===== config.mk =====
export PLATFORM = sky130hd
export DESIGN_NAME = caf_rx_filter
export DESIGN_NICKNAME = d
export VERILOG_FILES = /design/src/design/caf_pkg.sv /design/src/design/caf_rx_filter.sv
export SDC_FILE = /design/constraint.sdc
export NUM_CORES = 2
export LEC_CHECK = 0
export ABC_AREA = 1
export BUFFER_PORTS_ARGS = -buffer_cell sky130_fd_sc_hd__buf_2
export CAP_MARGIN = 15
export CELL_PAD_IN_SITES_DETAIL_PLACEMENT = 1
export CELL_PAD_IN_SITES_GLOBAL_PLACEMENT = 2
export CORE_MARGIN = 4
export CORE_UTILIZATION = 42
export CTS_BUF_LIST = sky130_fd_sc_hd__clkbuf_16
export DETAILED_ROUTE_END_ITERATION = 8
export PLACE_DENSITY = 0.83
export SKIP_LAST_GASP = 1
export SYNTH_ARGS = -nofsm -noshare
export SYNTH_HDL_FRONTEND = slang
export SYNTH_SLANG_ARGS = --single-unit

===== constraint.sdc =====
create_clock -name clk -period 9.97 [get_ports clk]
set_input_delay 0.997 -clock clk [delete_from_list [all_inputs] [get_ports clk]]
set_output_delay 0.997 -clock clk [all_outputs]
set_load 0.01 [all_outputs]

===== src/design/caf_pkg.sv =====
// Purpose: constants for the acceptance filter and receive status block
// Assumes: word-indexed registers, byte address = index * 4
// Notes: 16-bit registers sit in the low half of each 32-bit word
// Behaviour
// - included lower extended id bits must equal the filter bits to match
// - 2-bit mask selector per filter, two registers, bits 2k+1:2k
// - selector 00, 01, 10 picks mask 0, 1, 2
// - mask standard id bit one includes the bit, zero ignores it
// - mask extended id bits, upper two and lower sixteen, include or ignore
// - qualify bit one: message id type must equal filter type select
// - qualify bit zero: standard or extended accepted when compared bits agree
// - 32 full flags in two registers, set when a buffer is written
// - full flags reset to zero, cleared only by software
// - overflow flag set when a write targets a buffer still full
// - overflow flags reset to zero, cleared only by software
// - mask standard id bits 4 and 2 read as zero
// - included standard id bits must equal the filter bits
// - filter type select: one extended only, zero standard only
// - each filter has an enable, only enabled filters accept
// - 4-bit buffer pointer per filter, 1111 means the receive fifo
package caf_pkg;
  localparam int NUM_FILT = 16;
  localparam int NUM_MASK = 3;
  localparam int NUM_BUF  = 32;
  // word indices of the register map
  localparam logic [7:0] IX_FSID  = 8'h00; // 16 filter std id words
  localparam logic [7:0] IX_FEID  = 8'h10; // 16 filter ext id low words
  localparam logic [7:0] IX_MSID  = 8'h20; // 3 mask std id words
  localparam logic [7:0] IX_MEID  = 8'h24; // 3 mask ext id low words
  localparam logic [7:0] IX_MSEL0 = 8'h28;
  localparam logic [7:0] IX_MSEL1 = 8'h29;
  localparam logic [7:0] IX_FEN   = 8'h2a;
  localparam logic [7:0] IX_BPTR  = 8'h2c; // 4 pointer words
  localparam logic [7:0] IX_FUL0  = 8'h30;
  localparam logic [7:0] IX_FUL1  = 8'h31;
  localparam logic [7:0] IX_OVF0  = 8'h32;
  localparam logic [7:0] IX_OVF1  = 8'h33;
  // field layout of the std id words
  localparam int SID_HI = 15;
  localparam int SID_LO = 5;
  localparam int TYPE_BIT = 3;
  localparam logic [15:0] SID_WMASK = 16'hffeb; // bits 4 and 2 unbuilt
  // reset values and the fifo pointer code
  localparam logic [15:0] RST_ZERO = 16'h0000;
  localparam logic [15:0] RST_FEN  = 16'hffff;
  localparam logic [3:0]  PTR_FIFO = 4'hf;
endpackage


===== src/design/caf_rx_filter.sv =====
// Purpose: acceptance filtering and receive buffer full/overflow flags
// Assumes: message fields arrive from the protocol engine on clk
// Notes: lowest-numbered matching filter wins; flags clear by writing 0
//        selector code 11 acts as mask 2
`timescale 1ns/100ps
module caf_rx_filter (
  input  wire logic        clk,         // 200 MHz clock
  input  wire logic        srst,        // sync reset, active high
  input  wire logic        ce,          // clock enable, freezes state
  input  wire logic        wbCyc,       // wishbone cycle
  input  wire logic        wbStb,       // wishbone strobe
  input  wire logic        wbWe,        // wishbone write enable
  input  wire logic [9:0]  wbAdr,       // wishbone byte address
  input  wire logic [3:0]  wbSel,       // wishbone byte selects
  input  wire logic [31:0] wbDatI,      // wishbone write data
  output logic      [31:0] wbDatO,      // wishbone read data
  output logic             wbAck,       // wishbone acknowledge
  input  wire logic        msgValid,    // one-cycle message strobe
  input  wire logic        msgExt,      // message is extended
  input  wire logic [10:0] msgSid,      // message standard id
  input  wire logic [17:0] msgEid,      // message extended id
  input  wire logic [4:0]  fifoBufIdx,  // buffer the fifo writes next
  output logic             accValid,    // pulse: message accepted
  output logic      [3:0]  accFilter,   // filter that accepted
  output logic      [4:0]  accBuffer    // buffer written
);

  // per-filter and per-mask storage
  logic [15:0] fltStd [caf_pkg::NUM_FILT];
  logic [15:0] fltExt [caf_pkg::NUM_FILT];
  logic [15:0] mskStd [caf_pkg::NUM_MASK];
  logic [15:0] mskExt [caf_pkg::NUM_MASK];
  logic [15:0] mskSel0;
  logic [15:0] mskSel1;
  logic [15:0] filter_accept_enable;
  logic [15:0] bufPtr [4];
  logic [31:0] fullFlags;
  logic [31:0] ovfFlags;

  // byte-lane merge of a 16-bit register write
  function automatic logic [15:0] laneMerge(
    input logic [15:0] old,
    input logic [15:0] dat,
    input logic [1:0]  sel
  );
    laneMerge = {sel[1] ? dat[15:8] : old[15:8],
                 sel[0] ? dat[7:0]  : old[7:0]};
  endfunction

  // write-zero-to-clear with hardware set winning
  function automatic logic [15:0] clrSet(
    input logic [15:0] old,
    input logic [15:0] dat,
    input logic [1:0]  sel,
    input logic        wr,
    input logic [15:0] set
  );
    logic [15:0] keep;
    keep = {(wr && sel[1]) ? dat[15:8] : 8'hff,
            (wr && sel[0]) ? dat[7:0]  : 8'hff};
    clrSet = (old & keep) | set;
  endfunction

  // one filter against the message under one mask
  function automatic logic filterHit(
    input logic [15:0] fs,
    input logic [15:0] fe,
    input logic [15:0] ms,
    input logic [15:0] me,
    input logic        en
  );
    logic [10:0] sidDiff;
    logic [17:0] eidDiff;
    logic        typeOk;
    logic        bitsOk;
    sidDiff = (msgSid ^ fs[caf_pkg::SID_HI:caf_pkg::SID_LO])
            & ms[caf_pkg::SID_HI:caf_pkg::SID_LO];
    eidDiff = (msgEid ^ {fs[1:0], fe}) & {ms[1:0], me};
    // type must agree only when the mask qualifies it
    typeOk = !ms[caf_pkg::TYPE_BIT]
           || (msgExt == fs[caf_pkg::TYPE_BIT]);
    // standard frames compare only the standard bits
    bitsOk = (sidDiff == 11'h000)
           && (!msgExt || eidDiff == 18'h00000);
    filterHit = en && typeOk && bitsOk;
  endfunction

  // mask index for a selector code; reserved 11 falls on mask 2
  function automatic logic [1:0] maskPick(input logic [1:0] code);
    if (code == 2'h0) begin
      maskPick = 2'h0;
    end else if (code == 2'h1) begin
      maskPick = 2'h1;
    end else begin
      maskPick = 2'h2;
    end
  endfunction

  // bus decode
  wire         busReq  = wbCyc && wbStb;
  wire         busWr   = busReq && wbWe && wbAck;
  wire  [7:0]  wIdx    = wbAdr[9:2];
  wire  [1:0]  wSel    = wbSel[1:0];
  wire  [15:0] wDat    = wbDatI[15:0];
  wire  [3:0]  wSub    = wIdx[3:0];
  wire         hitFsid = wIdx[7:4] == caf_pkg::IX_FSID[7:4];
  wire         hitFeid = wIdx[7:4] == caf_pkg::IX_FEID[7:4];
  wire         hitMsid = wIdx >= caf_pkg::IX_MSID
                      && wIdx < caf_pkg::IX_MSID + 8'h03;
  wire         hitMeid = wIdx >= caf_pkg::IX_MEID
                      && wIdx < caf_pkg::IX_MEID + 8'h03;
  wire         hitBptr = wIdx[7:2] == caf_pkg::IX_BPTR[7:2];
  wire  [1:0]  mIdxS   = 2'(wIdx - caf_pkg::IX_MSID);
  wire  [1:0]  mIdxE   = 2'(wIdx - caf_pkg::IX_MEID);

  // read mux
  logic [15:0] rdVal;
  always_comb begin
    if (hitFsid) begin
      rdVal = fltStd[wSub];
    end else if (hitFeid) begin
      rdVal = fltExt[wSub];
    end else if (hitMsid) begin
      rdVal = mskStd[mIdxS] & caf_pkg::SID_WMASK;
    end else if (hitMeid) begin
      rdVal = mskExt[mIdxE];
    end else if (wIdx == caf_pkg::IX_MSEL0) begin
      rdVal = mskSel0;
    end else if (wIdx == caf_pkg::IX_MSEL1) begin
      rdVal = mskSel1;
    end else if (wIdx == caf_pkg::IX_FEN) begin
      rdVal = filter_accept_enable;
    end else if (hitBptr) begin
      rdVal = bufPtr[wIdx[1:0]];
    end else if (wIdx == caf_pkg::IX_FUL0) begin
      rdVal = fullFlags[15:0];
    end else if (wIdx == caf_pkg::IX_FUL1) begin
      rdVal = fullFlags[31:16];
    end else if (wIdx == caf_pkg::IX_OVF0) begin
      rdVal = ovfFlags[15:0];
    end else if (wIdx == caf_pkg::IX_OVF1) begin
      rdVal = ovfFlags[31:16];
    end else begin
      rdVal = caf_pkg::RST_ZERO;
    end
  end

  // per-filter match vector and priority pick
  logic [15:0] hitVec;
  logic        anyHit;
  logic [3:0]  hitNum;
  always_comb begin
    logic [1:0] code;
    logic [1:0] mIdx;
    logic [31:0] selWord;
    code    = 2'h0;
    mIdx    = 2'h0;
    hitVec  = 16'h0000;
    anyHit  = 1'b0;
    hitNum  = 4'h0;
    selWord = {mskSel1, mskSel0};
    for (int k = 0; k < caf_pkg::NUM_FILT; k++) begin
      code = selWord[2*k +: 2];
      // code 11 treated as mask 2; software must avoid it
      mIdx = maskPick(code);
      hitVec[k] = filterHit(fltStd[k], fltExt[k], mskStd[mIdx],
                            mskExt[mIdx], filter_accept_enable[k]);
    end
    // lowest filter number wins, so scan downward
    for (int k = caf_pkg::NUM_FILT - 1; k >= 0; k--) begin
      if (hitVec[k]) begin
        anyHit = 1'b1;
        hitNum = 4'(k);
      end
    end
  end

  // destination buffer of the accepted message
  wire  [3:0]  hitPtr  = bufPtr[hitNum[3:2]][4*hitNum[1:0] +: 4];
  wire  [4:0]  dstBuf  = (hitPtr == caf_pkg::PTR_FIFO)
                         ? fifoBufIdx : {1'b0, hitPtr};
  wire         doWrite = msgValid && anyHit;
  wire  [31:0] setFull = doWrite ? (32'h1 << dstBuf) : 32'h0;
  wire  [31:0] setOvf  = setFull & fullFlags;

  // wishbone answer: one wait state, ack for one cycle
  always_ff @(posedge clk) begin
    if (srst) begin
      wbAck <= 1'b0;
    end else if (ce) begin
      wbAck <= busReq && !wbAck;
    end
  end

  // read data registered while the request waits
  always_ff @(posedge clk) begin
    if (srst) begin
      wbDatO <= 32'h0000_0000;
    end else if (ce) begin
      wbDatO <= {16'h0000, rdVal};
    end
  end

  // write strobes of the configuration registers
  wire         wrFsid  = busWr && hitFsid;
  wire         wrFeid  = busWr && hitFeid;
  wire         wrMsid  = busWr && hitMsid;
  wire         wrMeid  = busWr && hitMeid;
  wire         wrSel0  = busWr && wIdx == caf_pkg::IX_MSEL0;
  wire         wrSel1  = busWr && wIdx == caf_pkg::IX_MSEL1;
  wire         wrFen   = busWr && wIdx == caf_pkg::IX_FEN;
  wire         wrBptr  = busWr && hitBptr;

  // filter standard id words, unbuilt bits held at zero
  always_ff @(posedge clk) begin
    if (srst) begin
      for (int k = 0; k < caf_pkg::NUM_FILT; k++) begin
        fltStd[k] <= caf_pkg::RST_ZERO;
      end
    end else if (ce && wrFsid) begin
      fltStd[wSub] <= laneMerge(fltStd[wSub], wDat, wSel)
                      & caf_pkg::SID_WMASK;
    end
  end

  // filter extended id low words
  always_ff @(posedge clk) begin
    if (srst) begin
      for (int k = 0; k < caf_pkg::NUM_FILT; k++) begin
        fltExt[k] <= caf_pkg::RST_ZERO;
      end
    end else if (ce && wrFeid) begin
      fltExt[wSub] <= laneMerge(fltExt[wSub], wDat, wSel);
    end
  end

  // mask standard id words, unbuilt bits held at zero
  always_ff @(posedge clk) begin
    if (srst) begin
      for (int m = 0; m < caf_pkg::NUM_MASK; m++) begin
        mskStd[m] <= caf_pkg::RST_ZERO;
      end
    end else if (ce && wrMsid) begin
      mskStd[mIdxS] <= laneMerge(mskStd[mIdxS], wDat, wSel)
                       & caf_pkg::SID_WMASK;
    end
  end

  // mask extended id low words
  always_ff @(posedge clk) begin
    if (srst) begin
      for (int m = 0; m < caf_pkg::NUM_MASK; m++) begin
        mskExt[m] <= caf_pkg::RST_ZERO;
      end
    end else if (ce && wrMeid) begin
      mskExt[mIdxE] <= laneMerge(mskExt[mIdxE], wDat, wSel);
    end
  end

  // mask source selectors of filters 0-7 and 8-15
  always_ff @(posedge clk) begin
    if (srst) begin
      mskSel0 <= caf_pkg::RST_ZERO;
      mskSel1 <= caf_pkg::RST_ZERO;
    end else if (ce && wrSel0) begin
      mskSel0 <= laneMerge(mskSel0, wDat, wSel);
    end else if (ce && wrSel1) begin
      mskSel1 <= laneMerge(mskSel1, wDat, wSel);
    end
  end

  // filter enables, all on after reset
  always_ff @(posedge clk) begin
    if (srst) begin
      filter_accept_enable <= caf_pkg::RST_FEN;
    end else if (ce && wrFen) begin
      filter_accept_enable <= laneMerge(filter_accept_enable, wDat, wSel);
    end
  end

  // buffer pointer words, four filters each
  always_ff @(posedge clk) begin
    if (srst) begin
      for (int p = 0; p < 4; p++) begin
        bufPtr[p] <= caf_pkg::RST_ZERO;
      end
    end else if (ce && wrBptr) begin
      bufPtr[wIdx[1:0]] <= laneMerge(bufPtr[wIdx[1:0]], wDat, wSel);
    end
  end

  // full and overflow flags: hardware sets, software clears
  wire wrFul0 = busWr && wIdx == caf_pkg::IX_FUL0;
  wire wrFul1 = busWr && wIdx == caf_pkg::IX_FUL1;
  wire wrOvf0 = busWr && wIdx == caf_pkg::IX_OVF0;
  wire wrOvf1 = busWr && wIdx == caf_pkg::IX_OVF1;

  // full flags, set on every buffer write
  always_ff @(posedge clk) begin
    if (srst) begin
      fullFlags <= 32'h0000_0000;
    end else if (ce) begin
      fullFlags <= {clrSet(fullFlags[31:16], wDat, wSel, wrFul1,
                           setFull[31:16]),
                    clrSet(fullFlags[15:0], wDat, wSel, wrFul0,
                           setFull[15:0])};
    end
  end

  // overflow flags, set on a write to a buffer still full
  always_ff @(posedge clk) begin
    if (srst) begin
      ovfFlags <= 32'h0000_0000;
    end else if (ce) begin
      ovfFlags <= {clrSet(ovfFlags[31:16], wDat, wSel, wrOvf1,
                          setOvf[31:16]),
                   clrSet(ovfFlags[15:0], wDat, wSel, wrOvf0,
                          setOvf[15:0])};
    end
  end

  // acceptance pulse, one cycle per accepted message
  always_ff @(posedge clk) begin
    if (srst) begin
      accValid <= 1'b0;
    end else if (ce) begin
      accValid <= doWrite;
    end
  end

  // filter and buffer of the last accept, held until the next
  always_ff @(posedge clk) begin
    if (srst) begin
      accFilter <= 4'h0;
      accBuffer <= 5'h00;
    end else if (ce && doWrite) begin
      accFilter <= hitNum;
      accBuffer <= dstBuf;
    end
  end

endmodule // caf_rx_filter

# --- Word-level counts from Yosys, hierarchy flattened ---
# Memories as Yosys holds them, arrays and structs flattened.
# Index checks and enable logic that the tools add are counted.
word_totals:
  wordCells: 464
  ramBits: 634
  regBits: 139
  in_bits: 88
  n_memories: 5
  output_inout_bits: 43
mem_list:
  columns: ["name", "depth", "width", "rd", "rd_clocked_by_memory_dff", "write_ports", "line_no", "rtl"]
  rows:
  - ["fltExt", 16, 16, 17, 0, 16, "caf_rx_filter.sv:30", "logic [15:0] fltExt [caf_pkg::NUM_FILT];"]
  - ["fltStd", 16, 14, 17, 0, 16, "caf_rx_filter.sv:29", "logic [15:0] fltStd [caf_pkg::NUM_FILT];"]
  - ["bufPtr", 4, 16, 2, 0, 4, "caf_rx_filter.sv:36", "logic [15:0] bufPtr [4];"]
  - ["mskExt", 3, 16, 17, 0, 3, "caf_rx_filter.sv:32", "logic [15:0] mskExt [caf_pkg::NUM_MASK];"]
  - ["mskStd", 3, 14, 17, 0, 3, "caf_rx_filter.sv:31", "logic [15:0] mskStd [caf_pkg::NUM_MASK];"]
classes:
  addsub: 2
  bitwise_logic: 74
  n_eq_ne: 42
  mux: 128
  n_shift: 2
  order_cmp: 4
  reduce_logical: 194
ops:
  columns: ["operator", "count"]
  rows:
  - ["18-bit bitwise AND", 16]
  - ["18-bit zero test", 16]
  - ["18-bit XOR", 16]
  - ["16-bit 2-to-1 mux", 15]
  - ["11-bit bitwise AND", 16]
  - ["11-bit zero test", 16]
  - ["11-bit XOR", 16]
  - ["8-bit 2-to-1 mux", 18]
  - ["1-bit logical AND", 84]
  - ["4-bit 2-to-1 mux", 18]
  - ["2-bit 2-to-1 mux", 35]
  - ["16-bit bitwise AND", 4]
  - ["16-bit OR", 4]
  - ["8-bit by 6-bit equality test with 1-bit output, second input constant", 7]
  - ["16-bit OR reduction", 3]
  - ["1-bit 2-to-1 mux", 38]
  - ["32-bit bitwise AND", 1]
  - ["2-bit by 1-bit equality test with 1-bit output, second input constant", 16]
  - ["2-bit zero test", 16]
  - ["1-bit logical OR", 32]
  - ["32-bit 2-to-1 mux", 1]
  - ["1-bit by 5-bit << shifter with 32-bit output, first input constant", 1]
  - ["14-bit 2-to-1 mux", 2]
  - ["14-bit OR reduction", 2]
  - ["other kinds (14)", 53]

# --- Depth between registers and ports, before layout ---
# An unclocked memory read counts as a cell.
depth:
  depth_word: 33
  ltp_mapped: 40
  depth_no_buf: 39

# --- Least setup slack after synthesis ---
# No wires, ideal clock.
synth_path:
  path_type: "input to register"
  start: "input wbAdr[3]"
  end: "memory mskExt[1][0], enable pin"
  required_ns: 9.598
  cell_stages: 11
  path_slack_ns: 5.983
  t_arrival_ns: 3.615
  setup_ns: 0.372
  path_buffers: 6
  cell_sequence: "inv_1 > nand2_1 > inv_1 > clkbuf_1 > clkbuf_1 > buf_1 > clkbuf_1 > buf_1 > nand3_1 > clkbuf_1 > nand2_1"
synth_rtl:
  columns: ["item", "line_no", "rtl"]
  rows:
  - ["start, declared", "caf_rx_filter.sv:13", "input wire logic [9:0] wbAdr,"]
  - ["end, declared", "caf_rx_filter.sv:32", null]

# --- Worst setup path in the final report ---
layout_path:
  start: "register mskSel0[5]"
  end: "register ovfFlags[14]"
layout_between:
  elab_chain_cells: 20
  elab_cells_between_ends: 31
  cone_classes: "2 x eq/ne; 2 x shift; 10 x mux; 4 x bitwise; 10 x reduce/logical; 3 x memory"
layout_lines:
  columns: ["item", "line_no", "rtl"]
  rows:
  - ["start, declared", "caf_rx_filter.sv:33", "logic [15:0] mskSel0;"]
  - ["start signal, assigned", "caf_rx_filter.sv:263", "mskSel0 <= caf_pkg::RST_ZERO;"]
  - ["start signal, assigned", "caf_rx_filter.sv:266", "mskSel0 <= laneMerge(mskSel0, wDat, wSel);"]
  - ["2-bit by 1-bit equality test with 1-bit output", "caf_rx_filter.sv:92", "end else if (code == 2'h1) begin"]
  - ["2-bit 2-to-1 mux", "caf_rx_filter.sv:92", null]
  - ["2-bit 2-to-1 mux *", "caf_rx_filter.sv:90", "if (code == 2'h0) begin"]
  - ["memory 3 x 16 bit / memory 3 x 14 bit (equally long branches)", null, null]
  - ["18-bit bitwise AND", "caf_rx_filter.sv:78", "eidDiff = (msgEid ^ {fs[1:0], fe}) & {ms[1:0], me};"]
  - ["18-bit zero test", "caf_rx_filter.sv:84", "&& (!msgExt || eidDiff == 18'h00000);"]
  - ["1-bit logical OR", "caf_rx_filter.sv:84", null]
  - ["1-bit logical AND", "caf_rx_filter.sv:84", null]
  - ["(+4 left out)", null, null]
  - ["memory 4 x 16 bit", null, null]
  - ["16-bit by 5-bit indexed part select with 4-bit output", "caf_rx_filter.sv:179", "wire [3:0] hitPtr = bufPtr[hitNum[3:2]][4*hitNum[1:0] +: 4];"]
  - ["4-bit equality test", "caf_rx_filter.sv:180", "wire [4:0] dstBuf = (hitPtr == caf_pkg::PTR_FIFO)"]
  - ["5-bit 2-to-1 mux", "caf_rx_filter.sv:181", "? fifoBufIdx : {1'b0, hitPtr};"]
  - ["1-bit by 5-bit << shifter with 32-bit output", "caf_rx_filter.sv:183", "wire [31:0] setFull = doWrite ? (32'h1 << dstBuf) : 32'h0;"]
  - ["32-bit 2-to-1 mux *", "caf_rx_filter.sv:183", null]
  - ["32-bit bitwise AND *", "caf_rx_filter.sv:184", "wire [31:0] setOvf = setFull & fullFlags;"]
  - ["16-bit OR *", "caf_rx_filter.sv:61", "clrSet = (old & keep) | set;"]
  - ["end signal, assigned", "caf_rx_filter.sv:315", "ovfFlags <= {clrSet(ovfFlags[31:16], wDat, wSel, wrOvf1,"]
  - ["end, declared", "caf_rx_filter.sv:38", "logic [31:0] ovfFlags;"]
# Every way passes the cells marked *; elsewhere a longest branch is shown, timed or not.
# A chain may end at the register's enable or synchronous reset.

==> flow_metrics.env <==
export IMPL_status="finished clean"
export IMPL_yosys_warnings=0
export IMPL_fmax_mhz=130
export IMPL_power_total_w=0.00896
export IMPL_antenna_found_initial=32
export IMPL_power_density_nw_per_um2=156
export IMPL_arrival_ns=8.36
export IMPL_yosys_area_top_type="edfxtp_1"
export IMPL_required_ns=10.63
export IMPL_synth_cell_area_um2=53100
export IMPL_clockPowerShare=0.396
export IMPL_placed_area_um2=54400
export IMPL_htree_levels=3
export IMPL_hold_class="reg2reg"
export IMPL_comb_power_share=0.175
export IMPL_numPortBuffers=94
export IMPL_post_cts_resized=0
export IMPL_gp_congestion=1.06
export IMPL_hold_viol_final=0
export IMPL_core_area_um2=126000
export IMPL_nFillCells=15200
export IMPL_io_pins=131
export IMPL_vdd_ir_drop_max_mv=0.150
export IMPL_die_x_um=364
export IMPL_cap_violations=0
export IMPL_place_hpwl_um=204000
export IMPL_post_cts_setup_buffer_count=0
export IMPL_cpMostUsedCell="nand2_1"
export IMPL_drv_slew=0
export IMPL_layout_drive_gt1_share=0.0831
export IMPL_grt_pass1_wl_um=411000
export IMPL_synth_distinct_cells=64
export IMPL_share_seq_of_total_power=0.429
export IMPL_yosys_top_cells_area="edfxtp_1 (38%), nand2_1 (10%), nor2_1 (6.7%), o21ai_0 (5.3%), dfxtp_1 (5.2%)"
export IMPL_crit_path_top_delay_cell="clkinv_2"
export IMPL_setup_viol=0
export IMPL_ys_seq_area_frac=0.428
export IMPL_synth_seq_cells=803
export IMPL_worst_pin_slew_ns=1.26
export IMPL_drt_first_pass_iters=6
export IMPL_numCtsBuffers=96
export IMPL_critical_path_top_delay_family="simple AND/OR/NAND/NOR gates"
export IMPL_critPathLaunchType="flop"
export IMPL_cts_num_sinks=803
export IMPL_drc_errors=0
export IMPL_worstSetupEndpointType="flop"
export IMPL_cts_max_path_buffers=3
export IMPL_wirelength_um=301000
export IMPL_grt_pass1_vias=52800
export IMPL_start_util=0.423
export IMPL_syn_avg_cell_area_um2=7.80
export IMPL_fp_row_count=130
export IMPL_viasPerCell=6.67
export IMPL_die_y_um=364
export IMPL_slowest_delay_ns=0.81
export IMPL_period_minus_slack_ns=7.69
export IMPL_vias=55900
export IMPL_fin_nets=6707
export IMPL_path_class="reg2reg"
export IMPL_skew_ns=0.0356
export IMPL_synth_top_area_frac=0.376
export IMPL_rsz0062_at_grt="no"
export IMPL_grtUsageTotal=0.443
export IMPL_dieArea_um2=132000
export IMPL_cts_root_buffer="clkbuf_16"
export IMPL_maxSlewHeadroom=0.158
export IMPL_ant_nets=0
export IMPL_p_leak_nw=22.3
export IMPL_grt_max_degree=85
export IMPL_postSynthCellCount=6808
export IMPL_design_area_um2=57500
export IMPL_drtIter0Drc=8283
export IMPL_postCtsHoldBufs=0
export IMPL_p_sw_w=0.00291
export IMPL_path_clk_slew_ns=0.06
export IMPL_critPathMaxFanout=44
export IMPL_cts_tree="yes"
export IMPL_gr_total_overflow=0
export IMPL_wl_per_cell_um=35.9
export IMPL_finalCritPeriodShare=0.772
export IMPL_fin_setup_tns_ns=0
export IMPL_area_growth_pct=8.34
export IMPL_p_int_w=0.00605
export IMPL_insertion_delay_ns=0.73
export IMPL_swShare=0.325
export IMPL_path_buf_inv=5
-- worst paths after layout --
check,start,endpoint,slack [ns],depth (start not counted)
setup / recovery,mskSel0[5],ovfFlags[14],2.28,27
hold / removal,wbDatO[14],wbDatO[14],0.47,2
setup reg to reg,mskSel0[5],ovfFlags[14],2.28,27
hold reg to reg,wbDatO[14],wbDatO[14],0.47,2
-- routing by layer --
| metal | vias up | GRT usage | routed length (um) |
|---|---|---|---|
| li1 | 23100 | - | - |
| met1 | 27500 | 0.557 | 111000 |
| met2 | 4118 | 0.636 | 124000 |
| met3 | 1100 | 0.123 | 37600 |
| met4 | 10 | 0.353 | 28600 |
| met5 | - | 0.00690 | 144 |
-- cell usage after synthesis, drive strengths merged --
cell / count
a2111o: 1
a2111oi: 2
a211oi: 17
a21bo: 2
a21boi: 4
a21o: 1
a21oi: 382
a221o: 7
a221oi: 34
a22o: 10
a22oi: 235
a31oi: 5
a32o: 4
a32oi: 4
and2: 2
buf: 315
clkbuf: 300
clkinv: 10
conb: 1
dfxtp: 139
edfxtp: 664
inv: 366
nand2: 1478
nand3: 128
nand3b: 4
nand4: 87
nor2: 965
nor3: 35
nor4: 6
o2111ai: 15
o211ai: 277
o21a: 1
o21ai: 730
o21bai: 1
o221ai: 88
o22ai: 67
o311ai: 3
o31ai: 3
or2: 8
or4: 20
xnor2: 98
xor2: 289
-- metrics by stage --
step	setup WS (ns)	utilization	instances	hold slack [ns]
after floorplan	5.98	-	6853	0.454
after global placement	2.75	0.433	8167	0.454
after detailed placement	2.71	0.433	8168	0.460
after CTS	2.70	0.457	8346	0.469
after global routing	2.21	0.458	8357	0.495
final	2.28	0.458	8376	0.465
-- logic make-up (layout without fill, tap and decap cells) --
family	after synthesis	count (layout)	synth area share
AO/OA/AOI/OAI	1893	1893	0.218
AND/OR/NAND/NOR	2733	2733	0.208
flip-flops	803	803	0.428
buffers and inverters	991	837	0.0824
other	1	73	0.0000706
XOR/XNOR	387	387	0.0638
-- flip-flops by register name (all words and copies together) (netlist names) --
| signal | count |
|---|---|
| fltStd | 224 |
| bufPtr | 64 |
| wbAck | 1 |
| mskStd | 56 |
| ovfFlags | 32 |
| mskExt | 64 |
| fltExt | 256 |
| wbDatO | 16 |
| accValid | 1 |
| mskSel1 | 16 |
| fullFlags | 32 |
| filter_accept_enable | 16 |
| accFilter | 4 |
| accBuffer | 5 |
| mskSel0 | 16 |
-- power by group through the flow --
stage          Sequential (W)  Combinational, W  Clock [W]
2_1_floorplan         0.00386          0.000916          0
3_3_place_gp          0.00390           0.00147          0
3_5_place_dp          0.00391           0.00149          0
4_1_cts               0.00384           0.00149    0.00355
5_1_grt               0.00385           0.00162    0.00368
6_report              0.00384           0.00157    0.00355
-- layout make-up --
type,instances,area [um^2],area share
antenna,27,67.6,0.00117
timing repair buffer,283,1920,0.0333
clock inverter,78,553,0.00961
multi-input combinational,5059,26200,0.456
tap,1650,2060,0.0359
sequential,803,22700,0.395
inverter,376,1430,0.0249
clock buffer,100,2500,0.0435
-- layout by cell type, fill, tap and decap left out, drive strengths merged, types with 5 or more instances in the layout --
cell,n
nand2,1478
nor2,965
o21ai,730
edfxtp,664
inv,390
a21oi,382
xor2,289
buf,283
o211ai,277
a22oi,235
dfxtp,139
nand3,128
clkbuf,100
xnor2,98
o221ai,88
nand4,87
o22ai,67
clkinv,53
conb,46
nor3,35
a221oi,34
diode,27
or4,20
a211oi,17
o2111ai,15
a22o,10
or2,8
a221o,7
clkinvlp,6
nor4,6
a31oi,5
bufinv,5
-- tightest hold or removal path, delay by kind of cell, from the launching register on --
kind	cells	cell delay (ns)
AOI/OAI and AO/OA	1	0.05
and+or+nand+nor	1	0.06
DFF	1	0.31
Power figures use the tool's default switching activity.
